$ cat src/shared/msec_pkg.sv
// constants for the serial monitor entry and security block
//
// How it works
// - monitor re-sends every received character
// - host sends eight bytes, expects double echo
// - break sent after eighth byte, pass or fail
// - reset cause msb set only after power-on
// - reset cause read leaves security untouched
// - security passes only after power-on reset
// - protected or invalid reads return AD hex
// - compare received bytes with FFF6 to FFFD
// - failed security still serves, hides memory
// - monitor entry needs mode pins at reset
package msec_pkg;
   // bus clock and serial bit timing
   localparam int          CLK_HZ         = 40000000;
   localparam int          BAUD           = 1000000;
   localparam int          BIT_CYC        = CLK_HZ / BAUD;
   localparam int          HALF_CYC       = BIT_CYC / 2;
   localparam int          BRK_BITS       = 12;
   localparam int          DATA_BITS      = 8;
   localparam int          SEC_BYTES      = 8;
   // monitor command codes and answers
   localparam logic [7:0]  CMD_READ       = 8'h4A;
   localparam logic [7:0]  CMD_WRITE      = 8'h49;
   localparam logic [7:0]  PROT_VAL       = 8'hAD;
   localparam logic [7:0]  MON_VERSION    = 8'h01;
   // memory map of the monitor's view
   localparam logic [15:0] VER_ADDR       = 16'hFE00;
   localparam logic [15:0] RSR_ADDR       = 16'hFE01;
   localparam logic [15:0] SEC_BASE       = 16'hFFF6;
   localparam logic [15:0] NVM_BASE       = 16'h8000;
   localparam logic [15:0] RAM_TOP        = 16'h0100;
   localparam int          RSR_POR_BIT    = 7;
   localparam int          RSR_PIN_BIT    = 6;
   // ahb-lite register map
   localparam logic [7:0]  REG_STATUS     = 8'h00;
   localparam logic [7:0]  REG_IRQ_STAT   = 8'h04;
   localparam logic [7:0]  REG_IRQ_MASK   = 8'h08;
   localparam logic [7:0]  REG_RST_CAUSE  = 8'h0C;
   localparam logic [7:0]  REG_CTRL       = 8'h10;
   localparam logic [7:0]  REG_NVM_ADDR   = 8'h14;
   localparam logic [7:0]  REG_NVM_DATA   = 8'h18;
   localparam logic [1:0]  HTRANS_NONSEQ  = 2'h2;
   localparam int          NVM_WORDS      = 256;
   localparam int          IRQ_W          = 4;
   // interrupt status bits
   localparam int          IRQ_BYTE       = 0;
   localparam int          IRQ_SEC_DONE   = 1;
   localparam int          IRQ_BRK_RX     = 2;
   localparam int          IRQ_FRAME      = 3;
   typedef enum logic [2:0] {MS_SEC, MS_BRK, MS_CMD, MS_ADH, MS_ADL, MS_REPLY, MS_USER} msec_mon_t;
endpackage

$ cat src/logic/msec_monitor.sv
// serial monitor entry, security check and reset cause logic
//
// Added by the designer: register access over AHB-Lite and the register addresses.
`timescale 1ns/10ps
`default_nettype none
module msec_monitor
   import msec_pkg::*;
(
   input  wire logic        mclk_i,
   input  wire logic        rst_b_i,
   input  wire logic        por_i,
   input  wire logic        pin_rst_i,
   input  wire logic        irq_mode_pin_i,
   input  wire logic        mon_rx_i,
   output logic             mon_tx_o,
   output logic             mon_tx_oe_o,
   output logic             irq_o,
   input  wire logic [31:0] haddr_i,
   input  wire logic [1:0]  htrans_i,
   input  wire logic        hwrite_i,
   input  wire logic [2:0]  hsize_i,
   input  wire logic [31:0] hwdata_i,
   input  wire logic        hsel_i,
   input  wire logic        hready_i,
   output logic [31:0]      hrdata_o,
   output logic             hreadyout_o,
   output logic             hresp_o
);
   localparam int CW = 16;
   localparam logic [CW-1:0] BIT_N  = CW'(BIT_CYC - 1);
   localparam logic [CW-1:0] HALF_N = CW'(HALF_CYC - 1);

   // synchronisers for pins
   logic rx_s1_q, rx_q, irq_s1_q, irq_q, por_s1_q, por_q, pr_s1_q, pr_q;
   always_ff @(posedge mclk_i) begin
      rx_s1_q  <= mon_rx_i;
      rx_q     <= rx_s1_q;
      irq_s1_q <= irq_mode_pin_i;
      irq_q    <= irq_s1_q;
      por_s1_q <= por_i;
      por_q    <= por_s1_q;
      pr_s1_q  <= pin_rst_i;
      pr_q     <= pr_s1_q;
   end

   // receiver: start bit, eight data bits lsb first, stop; low stop after all-zero data is a break, else a framing error
   logic [CW-1:0] rx_cnt_q;
   logic [3:0]    rx_bit_q;
   logic [7:0]    rx_sh_q;
   logic          rx_busy_q, rx_vld_q, rx_brk_q, rx_ferr_q;
   always_ff @(posedge mclk_i) begin
      rx_vld_q  <= 1'b0;
      rx_brk_q  <= 1'b0;
      rx_ferr_q <= 1'b0;
      if (!rst_b_i) begin
         rx_busy_q <= 1'b0;
         rx_cnt_q  <= '0;
         rx_bit_q  <= '0;
         rx_sh_q   <= '0;
      end else if (!rx_busy_q) begin
         if (!rx_q) begin
            rx_busy_q <= 1'b1;
            rx_cnt_q  <= HALF_N;
            rx_bit_q  <= '0;
         end
      end else if (rx_cnt_q != '0) begin
         rx_cnt_q <= rx_cnt_q - 1'b1;
      end else begin
         rx_cnt_q <= BIT_N;
         rx_bit_q <= rx_bit_q + 1'b1;
         if (rx_bit_q == 4'h0) begin
            if (rx_q) rx_busy_q <= 1'b0; // false start
         end else if (rx_bit_q <= 4'(DATA_BITS)) begin
            rx_sh_q <= {rx_q, rx_sh_q[7:1]};
         end else if (rx_bit_q == 4'(DATA_BITS + 1) && rx_q) begin
            rx_busy_q <= 1'b0;
            rx_vld_q  <= 1'b1;
         end else if (rx_bit_q == 4'(DATA_BITS + 1) && rx_sh_q == 8'h00) begin
            rx_bit_q <= 4'(DATA_BITS + 2); // all zero, low stop: break
         end else if (rx_bit_q == 4'(DATA_BITS + 1)) begin
            rx_ferr_q <= 1'b1;
            rx_bit_q  <= 4'(DATA_BITS + 3);
         end else begin
            rx_bit_q <= rx_bit_q; // hold low until the line rises
         end
      end
      // line high again after a low stop ends a break or a bad frame
      if (rst_b_i && rx_busy_q && rx_bit_q > 4'(DATA_BITS + 1) && rx_q) begin
         rx_busy_q <= 1'b0;
         rx_brk_q  <= (rx_bit_q == 4'(DATA_BITS + 2));
      end
   end

   // transmitter: one frame or a break of BRK_BITS low bit times
   logic [CW-1:0] tx_cnt_q;
   logic [3:0]    tx_bit_q;
   logic [9:0]    tx_sh_q;
   logic          tx_busy_q, tx_brk_q, tx_line_q;
   logic          tx_go, tx_go_brk;
   logic [7:0]    tx_byte;
   always_ff @(posedge mclk_i) begin
      if (!rst_b_i) begin
         tx_busy_q <= 1'b0;
         tx_brk_q  <= 1'b0;
         tx_line_q <= 1'b1;
         tx_cnt_q  <= '0;
         tx_bit_q  <= '0;
         tx_sh_q   <= '1;
      end else if (!tx_busy_q) begin
         tx_line_q <= 1'b1;
         if (tx_go || tx_go_brk) begin
            tx_busy_q <= 1'b1;
            tx_brk_q  <= tx_go_brk;
            tx_sh_q   <= tx_go_brk ? 10'h000 : {1'b1, tx_byte, 1'b0};
            tx_bit_q  <= '0;
            tx_cnt_q  <= BIT_N;
            tx_line_q <= 1'b0;
         end
      end else if (tx_cnt_q != '0) begin
         tx_cnt_q <= tx_cnt_q - 1'b1;
      end else begin
         tx_cnt_q <= BIT_N;
         tx_bit_q <= tx_bit_q + 1'b1;
         if (tx_brk_q) begin
            tx_line_q <= (tx_bit_q >= 4'(BRK_BITS - 1));
            if (tx_bit_q == 4'(BRK_BITS)) tx_busy_q <= 1'b0;
         end else begin
            tx_sh_q   <= {1'b1, tx_sh_q[9:1]};
            tx_line_q <= tx_sh_q[1];
            if (tx_bit_q == 4'(DATA_BITS + 1)) tx_busy_q <= 1'b0;
         end
      end
   end

   // one-deep pending reply so the echo is never lost
   logic       pend_q;
   logic [7:0] pend_byte_q;
   logic       want;
   logic [7:0] want_byte;
   assign tx_go   = pend_q && !tx_busy_q && !tx_go_brk;
   assign tx_byte = pend_byte_q;
   always_ff @(posedge mclk_i) begin
      if (!rst_b_i) begin
         pend_q      <= 1'b0;
         pend_byte_q <= '0;
      end else if (want) begin
         pend_q      <= 1'b1;
         pend_byte_q <= want_byte;
      end else if (tx_go) begin
         pend_q <= 1'b0;
      end
   end

   // reset cause captured at release of reset
   logic       rst_seen_q;
   logic [7:0] rsr_q;
   logic       por_hold_q, pin_hold_q;
   always_ff @(posedge mclk_i) begin
      if (!rst_b_i) begin
         rst_seen_q <= 1'b0;
         rsr_q      <= '0;
      end else if (!rst_seen_q) begin
         rst_seen_q               <= 1'b1;
         rsr_q                    <= '0;
         rsr_q[RSR_POR_BIT]       <= por_q;
         rsr_q[RSR_PIN_BIT]       <= pr_q && !por_q;
      end
   end
   assign por_hold_q = rsr_q[RSR_POR_BIT];
   assign pin_hold_q = rsr_q[RSR_PIN_BIT];

   // non-volatile array, written by software over the bus
   logic [7:0] nvm_mem [NVM_WORDS];
   logic [7:0] nvm_wa_q;
   logic       nvm_we;
   logic [7:0] nvm_wd;

   // monitor sequence
   msec_mon_t  st_q;
   logic [3:0] sec_n_q;
   logic       sec_ok_q, unlocked_q;
   logic [15:0] addr_q;
   logic [7:0] rd_val;
   logic       nvm_hit;
   always_comb begin
      nvm_hit = addr_q >= NVM_BASE;
      if (addr_q == VER_ADDR) rd_val = MON_VERSION;
      else if (addr_q == RSR_ADDR) rd_val = rsr_q;
      else if (nvm_hit && unlocked_q) rd_val = nvm_mem[addr_q[7:0]];
      else rd_val = PROT_VAL;
   end
   always_comb begin
      want      = 1'b0;
      want_byte = rx_sh_q;
      if (st_q != MS_USER && rx_vld_q) want = 1'b1;
      if (st_q == MS_REPLY && !pend_q && !tx_busy_q && !rx_vld_q) begin
         want      = 1'b1;
         want_byte = rd_val;
      end
   end
   assign tx_go_brk = (st_q == MS_BRK) && !tx_busy_q && !pend_q;
   always_ff @(posedge mclk_i) begin
      if (!rst_b_i) begin
         st_q       <= MS_SEC;
         sec_n_q    <= '0;
         sec_ok_q   <= 1'b1;
         unlocked_q <= 1'b0;
         addr_q     <= '0;
      end else begin
         case (st_q)
            MS_SEC: begin
               if (rst_seen_q && !irq_q && sec_n_q == '0) st_q <= MS_USER;
               else if (rx_vld_q) begin
                  if (rx_sh_q != nvm_mem[SEC_BASE[7:0] + 8'(sec_n_q)]) sec_ok_q <= 1'b0;
                  sec_n_q <= sec_n_q + 1'b1;
                  if (sec_n_q == 4'(SEC_BYTES - 1)) st_q <= MS_BRK;
               end
            end
            MS_BRK: begin
               if (tx_go_brk) begin
                  st_q       <= MS_CMD;
                  unlocked_q <= sec_ok_q && por_hold_q;
               end
            end
            MS_CMD:   if (rx_vld_q && rx_sh_q == CMD_READ) st_q <= MS_ADH;
            MS_ADH:   if (rx_vld_q) begin addr_q[15:8] <= rx_sh_q; st_q <= MS_ADL; end
            MS_ADL:   if (rx_vld_q) begin addr_q[7:0] <= rx_sh_q; st_q <= MS_REPLY; end
            MS_REPLY: if (want && !rx_vld_q) st_q <= MS_CMD;
            default:  st_q <= MS_USER;
         endcase
      end
   end

   // serial pin drive: enable held while the transmitter is busy, high bits included
   always_ff @(posedge mclk_i) begin
      if (!rst_b_i) begin
         mon_tx_o    <= 1'b1;
         mon_tx_oe_o <= 1'b0;
      end else begin
         mon_tx_o    <= tx_line_q;
         mon_tx_oe_o <= tx_busy_q;
      end
   end

   // interrupt events, status sticky with write-one-to-clear, set wins
   logic [IRQ_W-1:0] ev, ist_q, imsk_q, w1c;
   assign ev = {rx_ferr_q, rx_brk_q, tx_go_brk, rx_vld_q};
   always_ff @(posedge mclk_i) begin
      if (!rst_b_i) ist_q <= '0;
      else ist_q <= (ist_q & ~w1c) | ev;
   end
   always_ff @(posedge mclk_i) begin
      if (!rst_b_i) irq_o <= 1'b0;
      else irq_o <= |(ist_q & imsk_q);
   end

   // ahb-lite slave, zero wait states
   logic       ph_q, ph_wr_q;
   logic [7:0] ph_a_q;
   always_ff @(posedge mclk_i) begin
      if (!rst_b_i) begin
         ph_q    <= 1'b0;
         ph_wr_q <= 1'b0;
         ph_a_q  <= '0;
      end else if (hready_i) begin
         ph_q    <= hsel_i && htrans_i[1];
         ph_wr_q <= hwrite_i;
         ph_a_q  <= haddr_i[7:0];
      end
   end
   logic wr;
   assign wr     = ph_q && ph_wr_q;
   assign w1c    = (wr && ph_a_q == REG_IRQ_STAT) ? hwdata_i[IRQ_W-1:0] : '0;
   assign nvm_we = wr && ph_a_q == REG_NVM_DATA;
   assign nvm_wd = hwdata_i[7:0];
   always_ff @(posedge mclk_i) begin
      if (!rst_b_i) begin
         imsk_q   <= '0;
         nvm_wa_q <= '0;
      end else if (wr) begin
         if (ph_a_q == REG_IRQ_MASK) imsk_q <= hwdata_i[IRQ_W-1:0];
         else if (ph_a_q == REG_NVM_ADDR) nvm_wa_q <= hwdata_i[7:0];
         else if (ph_a_q == REG_NVM_DATA) nvm_wa_q <= nvm_wa_q + 1'b1;
      end
   end
   always_ff @(posedge mclk_i) begin
      if (nvm_we) nvm_mem[nvm_wa_q] <= nvm_wd;
   end
   // read data registered at the address phase
   always_ff @(posedge mclk_i) begin
      if (!rst_b_i) hrdata_o <= '0;
      else if (hready_i && hsel_i && htrans_i[1] && !hwrite_i) begin
         if (haddr_i[7:0] == REG_STATUS)
            hrdata_o <= {20'h0, sec_n_q, 1'b0, st_q, unlocked_q, sec_ok_q, pend_q, tx_busy_q};
         else if (haddr_i[7:0] == REG_IRQ_STAT) hrdata_o <= {28'h0, ist_q};
         else if (haddr_i[7:0] == REG_IRQ_MASK) hrdata_o <= {28'h0, imsk_q};
         else if (haddr_i[7:0] == REG_RST_CAUSE) hrdata_o <= {24'h0, rsr_q};
         else if (haddr_i[7:0] == REG_NVM_ADDR) hrdata_o <= {24'h0, nvm_wa_q};
         else hrdata_o <= '0;
      end
   end
   always_ff @(posedge mclk_i) begin
      if (!rst_b_i) begin
         hreadyout_o <= 1'b1;
         hresp_o     <= 1'b0;
      end else begin
         hreadyout_o <= 1'b1;
         hresp_o     <= 1'b0;
      end
   end
   logic unused;
   assign unused = ^{hsize_i, pin_hold_q, haddr_i[31:8]};
endmodule
`default_nettype wire

$ cat config.mk
export PLATFORM = sky130hd
export DESIGN_NAME = msec_monitor
export DESIGN_NICKNAME = d
export VERILOG_FILES = /design/src/shared/msec_pkg.sv /design/src/logic/msec_monitor.sv
export SDC_FILE = /design/constraint.sdc
export NUM_CORES = 2
export LEC_CHECK = 0
export BUFFER_PORTS_ARGS = -buffer_cell sky130_fd_sc_hd__buf_2
export CORE_MARGIN = 4
export CORE_UTILIZATION = 63
export DETAILED_ROUTE_END_ITERATION = 16
export PLACE_DENSITY = 0.8
export SLEW_MARGIN = 40
export SYNTH_ARGS = -nofsm -noshare
export SYNTH_HDL_FRONTEND = slang
export SYNTH_SLANG_ARGS = --single-unit
$ cat constraint.sdc
create_clock -name mclk_i -period 4.9 [get_ports mclk_i]
set_input_delay 0.98 -clock mclk_i [delete_from_list [all_inputs] [get_ports mclk_i]]
set_output_delay 0.98 -clock mclk_i [all_outputs]
set_load 0.02 [all_outputs]
== Word-level counts from Yosys, hierarchy flattened ==
Memory sizes are Yosys's and may differ from the RTL's. A register that Yosys moved wholly into a read port is not among the register bits.
Cells that the tools add are included.

* Register bits after elaboration: 171
* RAM bits: 2048
* Input bits: 78
* Output and inout port bits: 37
* Logic and storage cells: 231
* Memories kept: 1

{| class="wikitable"
|+ Memories
! memory !! words !! width !! rd ports !! clocked after memory_dff !! wr ports !! RTL line !! text
|-
| nvm_mem || 256 || 8 || 2 || 1 || 1 || msec_monitor.sv:173 || <nowiki>logic [7:0] nvm_mem [NVM_WORDS];</nowiki>
|}

* Add/sub/neg operators: 7
* Order comparisons: 4
* Eq/ne operators: 35
* Mux-type cells: 70
* Bitwise gates (word level): 11
* Reduce and logical (&&, ||, !) cells: 62

{| class="wikitable"
|+ Operators by type and width
! kind !! count
|-
| 16-bit two-way mux || 6
|-
| 8-bit two-way mux || 12
|-
| 10-bit two-way mux || 5
|-
| 4-bit two-way mux || 12
|-
| 16-bit == test (second input constant) || 2
|-
| 16-bit nonzero test || 2
|-
| 16-bit by 1-bit subtractor with 16-bit output (second input constant) || 2
|-
| 1-bit logical AND || 27
|-
| 1-bit two-way mux || 25
|-
| 8-bit by 4-bit == test with 1-bit output (second input constant) || 3
|-
| 8-bit by 5-bit == test with 1-bit output (second input constant) || 3
|-
| 3-bit two-way mux || 8
|-
| 3-bit one-hot mux with 6 select lines || 1
|-
| 4-bit == test (second input constant) || 4
|-
| 8-bit by 3-bit == test with 1-bit output (second input constant) || 2
|-
| 16-bit >= comparator (second input constant) || 1
|-
| 8-bit logical NOT || 2
|-
| 2-bit inequality test (second input constant) || 7
|-
| 4-bit by 1-bit adder with 4-bit output (second input constant) || 3
|-
| 12-bit two-way mux || 1
|-
| 2-bit AND reduction || 6
|-
| 3-bit AND reduction || 4
|-
| 3-bit inequality test (second input constant) || 3
|-
| 8-bit by 1-bit adder with 8-bit output (second input constant) || 1
|-
| 27 further kinds || 47
|}

== Logic depth before layout (Yosys ltp) ==
* Depth in word-level cells: 8
* Depth in mapped cells: 18

== Worst setup path after synthesis ==
OpenSTA, ideal clock, no wires.

* Kind: reg2reg
* From: reg sec_n_q[1]
* To: reg sec_ok_q
* Arrival: 3.537 ns
* Data required time: 4.813 ns
* Path slack: 1.276 ns
* Cell stages (with the launch flop): 19
* Path buffers: 6
* Clock period less this slack: 3.624 ns
* Cells stage by stage: dfxtp_1 buf_2 buf_4 buf_2 buf_1 inv_1 ha_1 inv_1 ha_1 clkbuf_1 clkbuf_1 mux4_2 mux2i_1 o22ai_1 nor3_1 xnor2_1 o21ai_0 o211ai_1 o31ai_1

* Longest elaborated chain between the ends: 4
* Elaborated cells between the ends (all ways): 7

{| class="wikitable"
|+ RTL lines
! what !! RTL line !! text
|-
| start: declaration || msec_monitor.sv:180 || <nowiki>logic [3:0] sec_n_q;</nowiki>
|-
| start signal: assignment || msec_monitor.sv:215 || <nowiki>sec_n_q <= sec_n_q + 1'b1;</nowiki>
|-
| 5-bit by 5-bit adder with 6-bit output or 4-bit logical NOT (tied branches) || msec_monitor.sv:214, msec_monitor.sv:212 ||
|-
| memory 256 x 8 bit or 1-bit logical AND (tied branches) || -- ||
|-
| 8-bit inequality test or 1-bit NOT (tied branches) || -- ||
|-
| 4-bit AND reduction (no source line) * || -- ||
|-
| end signal: assignment || msec_monitor.sv:206 || <nowiki>sec_ok_q <= 1'b1;</nowiki>
|-
| end signal: assignment || msec_monitor.sv:214 || <nowiki>if (rx_sh_q != nvm_mem[SEC_BASE[7:0] + 8'(sec_n_q)]) sec_ok_q <= 1'b0;</nowiki>
|-
| end: declaration || msec_monitor.sv:181 || <nowiki>logic sec_ok_q, unlocked_q;</nowiki>
|}

Every way passes the cells marked *; elsewhere a longest branch is shown, timed or not.
A chain may end at the register's enable or synchronous reset.

== Worst setup path after layout ==
* From: reg ph_a_q[5]
* To: mem nvm_mem[28][4] (enable)

* Longest elaborated chain between the ends: 4

{| class="wikitable"
|+ RTL lines
! what !! RTL line !! text
|-
| start: declaration || msec_monitor.sv:259 || <nowiki>logic [7:0] ph_a_q;</nowiki>
|-
| start signal: assignment || msec_monitor.sv:268 || <nowiki>ph_a_q <= haddr_i[7:0];</nowiki>
|-
| 8-bit by 5-bit == test with 1-bit output || msec_monitor.sv:274 || <nowiki>assign nvm_we = wr && ph_a_q == REG_NVM_DATA;</nowiki>
|-
| 1-bit logical AND || msec_monitor.sv:274 ||
|-
| 1-bit two-way mux || msec_monitor.sv:287 || <nowiki>if (nvm_we) nvm_mem[nvm_wa_q] <= nvm_wd;</nowiki>
|-
| 1-bit two-way mux (implied by the code) || msec_monitor.sv:287 ||
|-
| end: declaration || msec_monitor.sv:173 ||
|}

No other way between the ends.

==> impl_metrics.py <==
metrics = {
    "logic_synthesis": {
        "synth-seq-cells": 2206,
        "synth.avg_cell_area_um2": 19.44,
        "synth.distinct_cells": 71,
        "yosys-top-cells-area": "edfxtp_1, mux4_2, dfxtp_1",
        "seq_area_frac_synth_pct": 71.06,
        "syn_area_um2": 91000,
        "synth.top_cell.area_share_pct": 67.58,
        "synth-edff-count": 2048,
        "yosysTopAreaCell": "edfxtp_1",
        "async_flop_share_pct": 0,
        "synth-main-ff-cell": "edfxtp_1",
        "syn_inst": 4682,
        "yosysWarnings": 0,
    },
    "worst_setup_path": {
        "path_class": "flip-flop to flip-flop",
        "rr_startpoint": "ph_a_q[5]$_SDFFE_PN0P_",
        "critPathLaunchType": "flip-flop",
        "crit_fanout": 16,
        "cp-startpoint": "ph_a_q[5]$_SDFFE_PN0P_",
        "worst_r2r_path_depth": 7,
        "required_ns": 5.37,
        "endpoint_kind": "flip-flop",
        "cp.arrival_ns": 4.91,
    },
    "final_layout": {
        "seq_area_um2": 64690,
        "nFillCells": 8123,
        "layout.nets": 4936,
        "multiInputGateArea_um2": 24820,
        "stdcell_count": 6910,
        "finalCoreUtilization_pct": 70.25,
        "synthToLayoutAreaGrowth_pct": 10.77,
        "final_area_um2": 100800,
        "drive_gt1_share_pct": 26.76,
    },
    "min_path": {
        "hold_depth": 1,
        "holdCritStartpoint": "pin_rst_i",
        "hold_path.class": "input port to flip-flop",
    },
    "clock_tree": {
        "clockBufferDepth": 3,
        "cts_hold_buffers": 0,
        "clock_latency_ns": 0.84,
        "cts_resized": 0,
        "path_clk_slew_ns": 0.06,
        "post-cts-setup-buffer-count": 0,
        "cts_buffers": 207,
        "cts_tree": "built",
        "cts_root_buffer": "clkbuf_16",
        "clock_sinks": 2206,
        "htreeDepth": 4,
    },
    "detailed_routing": {
        "vias": 50020,
        "wl_per_cell_um": 34.58,
        "wirelength_mm": 239.0,
        "drtAntennaViolNets": 0,
        "drt-met1-wl_mm": 81.57,
        "maxUsedRoutingLayer": "met5",
        "route.met2.wl_mm": 113.2,
        "drt_iter0_drc": 8232,
        "drt-vias-per-instance": 7.239,
        "dr.pass1.iters": 9,
        "wl_met3_mm": 31.14,
        "drc": 0,
    },
    "sta": {
        "slew_headroom_pct": 37.82,
        "fin_crit_ns": 4.435,
        "grt_setup_unrepaired": "false",
        "setup_viol": 0,
        "tns_ns": 0,
        "tightest_slew_ns": 0.9327,
        "drv_slew": 0,
        "setup_ws_ns": 0.4645,
        "whs_ns": 0.2428,
        "max_freq_ghz": 0.2255,
        "finalHoldViolCount": 0,
        "skew_ns": 0.02548,
        "finalCritPeriodShare_pct": 90.52,
    },
    "floorplanning": {
        "dieArea_um2": 150600,
        "start_util_pct": 63.42,
        "fp.dieW_um": 388.1,
        "rows": 139,
        "core-area_um2": 143500,
        "io_pins": 115,
        "dieHeight_um": 388.1,
    },
    "run_status": {
        "status": "complete, no violations",
    },
    "place": {
        "place_ws_ns": 0.8646,
        "dpl_cell_area_um2": 94070,
        "hpwl_mm": 140.8,
        "place_congestion": 0.9276,
        "io_buffers": 40,
        "dp_cells": 6528,
    },
    "global_route": {
        "antenna_found_initial": 5,
        "grt_usage_pct": 32.04,
        "grt_pass1_wl_mm": 349.6,
        "grt_pass1_vias": 49700,
        "overflow": 0,
        "grt_max_degree": 161,
    },
    "power": {
        "fin_total_pwr_mw": 37.94,
        "power_leakage_nw": 30.75,
        "ir_drop_uv": 424.4,
        "powerDensity_nw_per_um2": 376.4,
    },
    "run": {
        "maxCapViolations": 0,
    },
}
cells in the mapped netlist (41+ instances only):
master / instances
edfxtp_1: 2048
mux4_2: 731
nor2_1: 374
nand2_1: 202
dfxtp_1: 158
clkbuf_1: 148
mux2i_1: 141
a21oi_1: 92
nand3_1: 67
o21ai_0: 67
buf_2: 63
nor3_1: 53
buf_4: 45
a22oi_1: 41
flip-flops by register name, summed over array words and instances, names as in the netlist, 2 cells and up, named ones only:
register     count
nvm_mem       2048
addr_q          16
rx_cnt_q        16
tx_cnt_q        16
hrdata_o        12
tx_sh_q          9
nvm_wa_q         8
pend_byte_q      8
ph_a_q           8
rx_sh_q          8
imsk_q           4
ist_q            4
rx_bit_q         4
sec_n_q          4
tx_bit_q         4
st_q             3
rsr_q            2
final cells by class:
cell class / count / share of cell area (%)
diodes: 3 / 0.007448
multi-input cells: 2143 / 24.62
well taps: 1903 / 2.362
clock inverters: 115 / 1.086
clock buffers: 261 / 5.361
repair buffers: 245 / 2.252
inverters: 34 / 0.1341
flip-flops and latches: 2206 / 64.17
cell usage in the layout (no fill, tap or decap), types with 10 or more instances in the layout:
cell / n
inv_1: 30
ha_1: 21
clkinv_2: 33
a211oi_1: 17
mux2i_1: 140
clkinv_1: 44
nand4_1: 23
nor2_1: 331
o22ai_1: 23
a21boi_0: 10
buf_2: 32
mux4_2: 731
bufinv_16: 18
a22oi_1: 41
nor2_2: 43
xnor2_1: 16
dfxtp_1: 149
conb_1: 22
a21oi_1: 92
edfxtp_1: 2048
nand2_1: 195
nor3_1: 52
nor2b_1: 23
o221ai_1: 39
buf_4: 172
clkbuf_16: 210
clkbuf_1: 53
buf_12: 30
nand2b_1: 10
and3_1: 15
nand3_1: 61
o21ai_0: 66
layer usage:
layer | GRT usage (%) | vias up
met5 | 0 | -
met4 | 14.93 | 6
met3 | 9.354 | 747
met2 | 49.03 | 4077
met1 | 43.37 | 25580
li1 | - | 19610
report_power, final:
part / leakage (nW) / switching [mW] / internal, mW
combinational: 7.89 / 0.988 / 0.395
clock: 3.16 / 6.95 / 8.75
sequential: 19.7 / 0.171 / 20.7
cells by family after synthesis:
family / share of synthesized area, %
flip-flops: 71.06
other: 0.008253
buffers and inverters: 2.009
XOR/XNOR: 0.2214
AND/OR/NAND/NOR: 3.993
multiplexers: 19.68
adder cells (fa/ha/maj): 0.2887
AO/OA/AOI/OAI: 2.742
worst max-delay path: stages (launching register included):
cell,delay (ns)
dfxtp_1,0.31
nor3_1,0.36
nand3_1,0.17
nor3_1,0.38
nand3_1,0.50
nor3_1,0.73
nand2_1,0.69
nor2_1,0.92
path summary, 6_finish.rpt:
check,endpoint,slack [ns]
max reg2reg,nvm_mem[28][4]$_DFFE_PP_,0.46
min,pr_s1_q$_DFF_P_,0.24
min reg2reg,irq_q$_DFF_P_,0.33
max,nvm_mem[28][4]$_DFFE_PP_,0.46
Note: power is estimated with default switching activity, not from simulation.
